**src/ubcu_pkg.sv**
```systemverilog
// Package for the break condition unit: register map, field layout, reset values.
package ubcu_pkg;

   // ==========================================================
   // Register offsets (byte addresses, one aligned word each)
   localparam logic [4:0] UBCU_OFF_ADDR_HIGH = 5'h00;
   localparam logic [4:0] UBCU_OFF_ADDR_LOW  = 5'h04;
   localparam logic [4:0] UBCU_OFF_MASK_HIGH = 5'h08;
   localparam logic [4:0] UBCU_OFF_MASK_LOW  = 5'h0C;
   localparam logic [4:0] UBCU_OFF_CYCLE     = 5'h10;
   localparam logic [4:0] UBCU_OFF_STATUS    = 5'h14;

   // ==========================================================
   // Reset values
   localparam logic [15:0] UBCU_RST_ADDR  = 16'h0000;
   localparam logic [15:0] UBCU_RST_MASK  = 16'h0000;
   localparam logic [7:0]  UBCU_RST_CYCLE = 8'h00;

   // ==========================================================
   // Cycle-type select field positions
   localparam int UBCU_MASTER_HI = 7;
   localparam int UBCU_MASTER_LO = 6;
   localparam int UBCU_FETCH_HI  = 5;
   localparam int UBCU_FETCH_LO  = 4;
   localparam int UBCU_DIR_HI    = 3;
   localparam int UBCU_DIR_LO    = 2;
   localparam int UBCU_SIZE_HI   = 1;
   localparam int UBCU_SIZE_LO   = 0;

   // ==========================================================
   // Operand size encodings
   localparam logic [1:0] UBCU_SIZE_ANY  = 2'h0;
   localparam logic [1:0] UBCU_SIZE_BYTE = 2'h1;
   localparam logic [1:0] UBCU_SIZE_WORD = 2'h2;
   localparam logic [1:0] UBCU_SIZE_LONG = 2'h3;

   // Priority of the break request and the mask level it needs.
   localparam logic [3:0] UBCU_BREAK_LEVEL = 4'hF;

   // Delay line stages after the matching cycle; the registered request reaches the arbiter one cycle later, three cycles after the match.
   localparam int UBCU_REQ_DELAY = 2;

endpackage

```
**src/ubcu_break_unit.sv**
```systemverilog
// Break condition unit: register file on classic Wishbone and break request logic.
//
// Added by the designer: the address map and the Wishbone slave port.
`timescale 1ns/100ps
module ubcu_break_unit
   import ubcu_pkg::*;
(
   // Clock and reset
   input  wire logic        clk_sys,
   input  wire logic        reset,
   // Wishbone slave
   input  wire logic        wb_cyc_i,
   input  wire logic        wb_stb_i,
   input  wire logic        wb_we_i,
   input  wire logic [4:0]  wb_adr_i,
   input  wire logic [3:0]  wb_sel_i,
   input  wire logic [31:0] wb_dat_i,
   output logic [31:0]      wb_dat_o,
   output logic             wb_ack_o,
   // Observed bus cycle
   input  wire logic        obs_valid,
   input  wire logic [31:0] obs_addr,
   input  wire logic        obs_dma,
   input  wire logic        obs_fetch,
   input  wire logic        obs_write,
   input  wire logic [1:0]  obs_size,
   input  wire logic        obs_dual_fetch,
   // Interrupt arbiter
   output logic             break_request,
   output logic [3:0]       break_level,
   input  wire logic        break_accept
);
   import ubcu_pkg::*;

   typedef struct packed {
      logic [15:0] addr_high;
      logic [15:0] addr_low;
      logic [15:0] mask_high;
      logic [15:0] mask_low;
      logic [7:0]  cycle_sel;
      logic        ack;
      logic [31:0] rdata;
      logic [1:0]  delay;
      logic        pending;
      logic        matched;
   } ubcu_state_s;

   ubcu_state_s state_reg;
   ubcu_state_s state_next;

   logic [31:0] brk_addr;
   logic [31:0] brk_mask;
   logic [31:0] addr_hit;
   logic [31:0] addr_second;
   logic        hit_first;
   logic        hit_second;
   logic        master_ok;
   logic        kind_ok;
   logic        dir_ok;
   logic        size_ok;
   logic [1:0]  eff_size;
   logic        cycle_match;
   logic        wb_req;
   logic [31:0] wr_merged;
   logic [31:0] cur_word;

   // ==========================================================
   // Match logic
   assign brk_addr = {state_reg.addr_high, state_reg.addr_low};
   assign brk_mask = {state_reg.mask_high, state_reg.mask_low};
   // The second instruction of a dual fetch sits two bytes further on.
   assign addr_second = obs_addr + 32'h0000_0002;

   genvar gi;
   generate
      for (gi = 0; gi < 32; gi++) begin : g_addr
         assign addr_hit[gi] = brk_mask[gi] | (obs_addr[gi] == brk_addr[gi]);
      end
   endgenerate

   assign hit_first  = &addr_hit;
   // both halves are compared in the one bus cycle, so a later rewrite cannot lose them.
   assign hit_second = obs_fetch & obs_dual_fetch & (&(brk_mask | ~(addr_second ^ brk_addr)));

   // a pair at 00 can never be satisfied.
   assign master_ok = obs_dma ? state_reg.cycle_sel[UBCU_MASTER_HI] : state_reg.cycle_sel[UBCU_MASTER_LO];
   assign kind_ok   = obs_fetch ? state_reg.cycle_sel[UBCU_FETCH_LO] : state_reg.cycle_sel[UBCU_FETCH_HI];
   assign dir_ok    = obs_write ? state_reg.cycle_sel[UBCU_DIR_HI] : state_reg.cycle_sel[UBCU_DIR_LO];

   // fetches are always words; data uses its operand size.
   assign eff_size = obs_fetch ? UBCU_SIZE_WORD : obs_size;

   always_comb begin
      unique case (state_reg.cycle_sel[UBCU_SIZE_HI:UBCU_SIZE_LO])
         UBCU_SIZE_ANY:  size_ok = 1'b1;
         UBCU_SIZE_BYTE: size_ok = (eff_size == UBCU_SIZE_BYTE);
         UBCU_SIZE_WORD: size_ok = (eff_size == UBCU_SIZE_WORD);
         UBCU_SIZE_LONG: size_ok = (eff_size == UBCU_SIZE_LONG);
         default:        size_ok = 1'b0;
      endcase
   end

   // Fetches by DMA and fetch writes never appear on the bus, so they never match.
   // Odd word addresses never appear either, so such conditions stay silent.
   assign cycle_match = obs_valid & master_ok & kind_ok & dir_ok & size_ok
                      & (hit_first | hit_second)
                      & ~(obs_fetch & (obs_write | obs_dma));

   // ==========================================================
   // Wishbone slave
   assign wb_req = wb_cyc_i & wb_stb_i & ~state_reg.ack;

   always_comb begin
      cur_word = 32'h0000_0000;
      case (wb_adr_i)
         UBCU_OFF_ADDR_HIGH: cur_word = {16'h0000, state_reg.addr_high};
         UBCU_OFF_ADDR_LOW:  cur_word = {16'h0000, state_reg.addr_low};
         UBCU_OFF_MASK_HIGH: cur_word = {16'h0000, state_reg.mask_high};
         UBCU_OFF_MASK_LOW:  cur_word = {16'h0000, state_reg.mask_low};
         UBCU_OFF_CYCLE:     cur_word = {24'h000000, state_reg.cycle_sel};
         UBCU_OFF_STATUS:    cur_word = {30'h00000000, state_reg.matched, state_reg.pending};
         default:            cur_word = 32'h0000_0000;
      endcase
      for (int b = 0; b < 4; b++) begin
         wr_merged[b*8 +: 8] = wb_sel_i[b] ? wb_dat_i[b*8 +: 8] : cur_word[b*8 +: 8];
      end
   end

   // ==========================================================
   // Next state
   always_comb begin
      state_next = state_reg;
      state_next.ack = wb_req;
      if (wb_req) begin
         state_next.rdata = cur_word;
      end
      if (wb_req && wb_we_i) begin
         case (wb_adr_i)
            UBCU_OFF_ADDR_HIGH: state_next.addr_high = wr_merged[15:0];
            UBCU_OFF_ADDR_LOW:  state_next.addr_low  = wr_merged[15:0];
            UBCU_OFF_MASK_HIGH: state_next.mask_high = wr_merged[15:0];
            UBCU_OFF_MASK_LOW:  state_next.mask_low  = wr_merged[15:0];
            UBCU_OFF_CYCLE:     state_next.cycle_sel = wr_merged[7:0];
            // Writing a one to bit 1 clears the sticky match flag.
            UBCU_OFF_STATUS:    state_next.matched   = state_reg.matched & ~wr_merged[1];
            default:            state_next.cycle_sel = state_reg.cycle_sel;
         endcase
      end
      // Delay line and pending register give the CPU pipeline three cycles before the request.
      state_next.delay = {state_reg.delay[0], cycle_match};
      if (break_accept && state_reg.pending) begin
         state_next.pending = 1'b0;
      end
      // A new match wins over a same-cycle accept so no event is lost.
      if (state_reg.delay[1]) begin
         state_next.pending = 1'b1;
         state_next.matched = 1'b1;
      end
   end

   always_ff @(posedge clk_sys) begin
      if (reset) begin
         state_reg <= '0;
         state_reg.addr_high <= UBCU_RST_ADDR;
         state_reg.addr_low  <= UBCU_RST_ADDR;
         state_reg.mask_high <= UBCU_RST_MASK;
         state_reg.mask_low  <= UBCU_RST_MASK;
         state_reg.cycle_sel <= UBCU_RST_CYCLE;
      end else begin
         state_reg <= state_next;
      end
   end

   // ==========================================================
   // Outputs
   // The arbiter compares the fixed level with the processor mask, and the CPU places
   // the break before the fetched instruction, after delay slots, interrupt-blocked
   // instructions, address errors and the first half of a dual fetch; data breaks
   // land wherever the pipeline stands.
   assign break_request = state_reg.pending;
   assign break_level   = UBCU_BREAK_LEVEL;
   assign wb_ack_o      = state_reg.ack;
   assign wb_dat_o      = state_reg.rdata;

endmodule

```
**config.mk**
```make
export PLATFORM = sky130hd
export DESIGN_NAME = ubcu_break_unit
export DESIGN_NICKNAME = d
export VERILOG_FILES = /design/src/ubcu_pkg.sv /design/src/ubcu_break_unit.sv
export SDC_FILE = /design/constraint.sdc
export NUM_CORES = 1
export LEC_CHECK = 0
export BUFFER_PORTS_ARGS = -buffer_cell sky130_fd_sc_hd__buf_2
export CAP_MARGIN = 10
export CELL_PAD_IN_SITES_DETAIL_PLACEMENT = 0
export CELL_PAD_IN_SITES_GLOBAL_PLACEMENT = 2
export CORE_MARGIN = 2
export CORE_UTILIZATION = 29
export CTS_BUF_LIST = sky130_fd_sc_hd__clkbuf_8
export DETAILED_ROUTE_END_ITERATION = 8
export PLACE_DENSITY = 0.79
export SLEW_MARGIN = 15
export SYNTH_ARGS = -nofsm -noshare
export SYNTH_HDL_FRONTEND = slang
export SYNTH_SLANG_ARGS = --single-unit
```
**constraint.sdc**
```tcl
create_clock -name clk_sys -period 2 [get_ports clk_sys]
set_input_delay 0.2 -clock clk_sys [delete_from_list [all_inputs] [get_ports clk_sys]]
set_output_delay 0.2 -clock clk_sys [all_outputs]
set_load 0.02 [all_outputs]
```
# ---- Yosys cells after proc, flatten, opt, wreduce, memory -nomap -nowiden
# Cells that the tools add are included.
dict set report word_totals {
  ff_bits 109
  word_cells 133
  in_bits 86
}
dict set report op_classes {
  bitwise_logic 52
  n_eq_ne 43
  muxes 12
  add_sub_neg 1
  n_reduce_logical 15
}
# cell n
set op_table {}
lappend op_table {{$pmux 16 s6} 1}
lappend op_table {{$reduce_and 32->1} 2}
lappend op_table {{$or 1x1->1} 34}
lappend op_table {{$add 32x2->32 const B} 1}
lappend op_table {{$eq 1x1->1} 32}
lappend op_table {{$not 32->32} 1}
lappend op_table {{$or 32x32->32} 1}
lappend op_table {{$xor 32x32->32} 1}
lappend op_table {{$mux 8} 2}
lappend op_table {{$and 1x1->1} 12}
lappend op_table {{$reduce_and 2->1} 6}
lappend op_table {{$eq 5x4->1 const B} 2}
lappend op_table {{$eq 5x5->1 const B} 2}
lappend op_table {{$eq 2x2->1 const B} 4}
lappend op_table {{$mux 1} 6}
lappend op_table {{$reduce_bool 2->1} 3}
lappend op_table {{$eq 5x3->1 const B} 1}
lappend op_table {{$logic_not 5->1} 1}
lappend op_table {{$eq 2x1->1 const B} 2}
lappend op_table {{$mux 2} 2}
lappend op_table {{$pmux 1 s4} 1}
lappend op_table {{$not 1->1} 3}
lappend op_table {{$logic_and 1x1->1} 2}
lappend op_table {{$logic_not 2->1} 1}

# ---- Longest topological paths before layout
dict set report depth {
  word_depth 9
  ltp_mapped 9
}

# ---- Worst setup path after synthesis
# OpenSTA, ideal clock, no wires.
dict set report synth_path {
  kind {input port to flip-flop}
  start {input port obs_addr[1]}
  end {register state_reg, in the netlist state_next[3]}
  setup_slack_ns -0.213
  setup_ns 0.096
  stages 8
  arrival_ns 2.117
  cell_sequence {ha_1 > nand4_1 > nor4_4 > nand4_1 > xnor2_1 > o221ai_1 > or4_1 > o41ai_2}
}
dict set report synth_via {
  elab_chain_len 9
  elab_cells_between_ends 12
  classes_between {add/sub: 1; eq/ne: 1; bitwise: 8; reduce/logical: 2}
}
# element line
set synth_lines {}
lappend synth_lines {{from (decl)} ubcu_break_unit.sv:22} ;# input wire logic [31:0] obs_addr,
lappend synth_lines {{$add 32x2->32} ubcu_break_unit.sv:72} ;# assign addr_second = obs_addr + 32'h0000_0002;
lappend synth_lines {{$xor 32x32->32} ubcu_break_unit.sv:83} ;# assign hit_second = obs_fetch & obs_dual_fetch & (&(brk_mask | ~(addr_second ^ brk_addr)));
lappend synth_lines {{$not 32->32} ubcu_break_unit.sv:83}
lappend synth_lines {{$or 32x32->32} ubcu_break_unit.sv:83}
lappend synth_lines {{$reduce_and 32->1} ubcu_break_unit.sv:83}
lappend synth_lines {{$and 1x1->1} ubcu_break_unit.sv:83}
lappend synth_lines {{$or 1x1->1 *} ubcu_break_unit.sv:106} ;# & (hit_first | hit_second)
lappend synth_lines {{$and 1x1->1 *} ubcu_break_unit.sv:106}
lappend synth_lines {{$and 1x1->1 *} ubcu_break_unit.sv:107} ;# & ~(obs_fetch & (obs_write | obs_dma));
lappend synth_lines {{to (signal assigned)} ubcu_break_unit.sv:170} ;# state_reg <= state_next;
lappend synth_lines {{to (decl)} ubcu_break_unit.sv:48} ;# ubcu_state_s state_reg;
# Mark *: on every way between the ends. The rest lies on a longest branch, timed or not.
# A chain may end at the register's enable or synchronous reset.

# ---- Worst setup path in the final report
dict set report layout_path {
  start {input port obs_addr[8]}
  end {register state_reg, in the netlist state_next[3]}
}
# The elaborated chain is that of the path after synthesis.

==> summary.txt <==
Power
  – Cell Int Power: 2.722 mW
  – Total Power: approximately 3.8 mW
  – Pwr Density: 530.2 nW/um^2
  – Sw Pwr: 1.067 mW
  – Comb power frac: between 10% and 20%
  – Maximum vdd drop: roughly 0.22 mV
  – Leak: between 2 and 3 nW
  – Switching Share: 28.17%
  – Clock share of power: 34.5%
  – Reg power frac: 49.4%

Logic synthesis
  – Mapped Cells: about 690
  – FF+latch count, synth: 93
  – Post-synth cell types: 50
  – Synth top area share: 33.67%
  – Largest cells by area after synthesis: dfxtp_1, nand2_1, xnor2_1
  – Most common flop cell mapped by yosys: dfxtp_1
  – Number of synthesized flops with an enable pin: 0
  – Mapped cell area: 5529 sq um
  – Syn. warnings: 0
  – Most frequent cell after synthesis: nand2_1
  – Asr flop ratio synth: 0%
  – Cell taking the most area after synthesis: dfxtp_1
  – Seq/Total Area, Yosys: 33.67%
  – Synth top cells by count: nand2_1, dfxtp_1, nor2_1, a21oi_1, xnor2_1
  – Avg Cell Area, Syn: roughly 8.0 sq um

Finish
  – Final Non-Filler Cells: 1089
  – Post-Route Utilization: 38.21%
  – Nets: 938
  – Ant diodes: 0
  – Share of layout cells above drive strength 1: 31.70%
  – Area grow syn2layout: 29.26%
  – Layout fillers: 1924

Setup path
  – CP arrival: 2370 ps
  – Reg-to-reg startpoint: brk_addr[0]
  – CP Capture Type: flip-flop
  – Maximum fanout along the worst path: 7
  – CP required: 2300 ps
  – R2R cell count: 7
  – Reg2reg end: state_next[3]
  – Critical path class: primary input to flip-flop
  – Reg2reg setup slack: -40 ps
  – Startpoint Class: primary input

Run status
  – Status: complete, but fails checks
  – Failing checks: negative setup slack

Route
  – DRT Pass-1 Iters: 5
  – WL/cell: roughly 18 microns
  – Initial drt markers: 382
  – Routed WL: 19.24 mm
  – Via Count: 5477
  – Vias per cell: roughly 5.0
  – Remaining DRCs: 0
  – Post-DRT Antenna Nets: 0

Run
  – Maximum capacitance violations: 0

Floorplan
  – Die width: approximately 140 microns
  – Die footprint: 20190 sq um
  – Initial core utilization: between 20 and 30%
  – I/O Pins: 124
  – Core area: 18710 sq um
  – Floorplan row count: 50
  – Die Span Y: 142.1 microns

Global routing
  – GRT Resource Usage Total: between 10% and 20%
  – Vias in the first global route: 5011
  – Total grt overflow: 0
  – First-pass GRT wire length: 28.95 mm
  – Largest net degree at the start of global routing: 93
  – Antenna violations before repair: 0

Timing
  – Final setup viols: 1
  – Final max-slew violation count: 0
  – Worst hold slack: 106.1 ps
  – RSZ-0062 raised after global routing: yes
  – Crit share post-route: 103.6%
  – Worst rel slew slack: a little under a third
  – Worst Tran Pin Value: 1046 ps
  – Setup Skew: 17.69 ps
  – Final hold violation count: 0
  – Fmax: around 480 MHz
  – Final WS setup: -71.46 ps
  – Minimum clock period: 2071 ps

Clock tree
  – Clk buf depth: 2
  – CTS clk-pin slew, worst paths: 100 ps
  – Clk sinks: 93
  – Root Buffer: clkbuf_8
  – Htree depth: 3
  – CTS tree: built
  – CTS buffer count: 9
  – Clock insertion delay at the later pin of the skew report: around 400 ps
  – Hold_buf cts: 0

Placed design
  – Post-DP HPWL: between 10 and 15 mm
  – Port bufs: 85
  – Placed cells: 1069
  – Routability cong.: 0.8679

Worst hold path
  – Worst hold start: break_accept
  – WHS Endpoint: break_request
  – Hold crit path type: primary input to flip-flop
  – Hold path cells: 4
## logic make-up after synthesis
family          after synthesis  share of synthesized area, %
compound gates              144                         16.75
xor+xnor                     54                         8.554
fa+ha+maj                     1                        0.2263
buf+inv                      78                         7.762
flops                        93                         33.67
mux                          38                         9.029
other cells                   2                        0.1358
simple gates                277                         23.87
## final cells by class
cell class,count,area [sq um],area share (%)
flip-flops and latches,93,1868,26.14
well taps,234,292.8,4.097
clock buffers,10,137.6,1.926
multi-input cells,535,3400,47.57
inverters,9,33.78,0.4727
clock inverters,5,53.80,0.7528
repair buffers,203,1361,19.05
## worst max-delay path, stage by stage
cell and delay [ps]:
buf_2 110, nand4_4 180, buf_4 200, buf_4 150, nor4_1 280, buf_4 190
xor2_1 160, o22a_1 170, o221ai_1 120, or4_4 440, o41ai_2 190
## what timing repair did
item	CTS	global route
gates resized for setup	9	6
setup endpoints to repair	1	1
buffers inserted	0	4
pin swaps	3	5
cloned	0	1
## metrics by stage
stage / cell area [sq um] / setup WS [ps] / setup TNS (ps)
3_3_place_gp: 6850 / -375.5 / -1418
4_1_cts: 7091 / -65.79 / -65.79
2_1_floorplan: 5617 / -41.46 / -41.46
3_5_place_dp: 6850 / -425.4 / -1905
5_1_grt: 7147 / -80.81 / -80.81
6_report: 7147 / -71.46 / -71.46
## per-layer routing
metal,global-route usage (%),share of wire [%]
met1,28.46,51
met2,27.49,42
met3,1.952,5.9
met4,6.263,1.5
met5,0,0
## power groups by stage
stage,clock network [mW],registers [mW],logic (mW)
finish,1.31,1.87,0.610
global route,1.40,1.87,0.657
CTS,1.34,1.87,0.603
detailed placement,0,1.92,0.595
global placement,0,1.92,0.598
floorplan,0,1.92,0.345
## worst max-delay path by stage
stage,start,end,slack (ps),cells after the start
after floorplan,obs_addr[1],state_next[3],-40,8
after global placement,obs_addr[2],state_next[3],-380,9
after detailed placement,obs_addr[2],state_next[3],-430,9
after CTS,brk_addr[0],state_next[3],-70,7
after global routing,brk_addr[8],state_next[3],-80,7
final,obs_addr[8],state_next[3],-70,11
## cells in the final DEF (no fill, tap or decap), types with 11 or more instances in the layout
cell	count
nor3_1	16
inv_1	11
nor2_1	75
a21oi_1	57
nand3_1	17
a211oi_1	32
xnor2_1	42
buf_4	114
nand2_1	108
mux2i_1	15
a22oi_1	12
conb_1	20
mux2_2	15
dfxtp_1	88
buf_2	85
nor2b_1	14
o22ai_1	25
(Power assumes the default switching activity.)
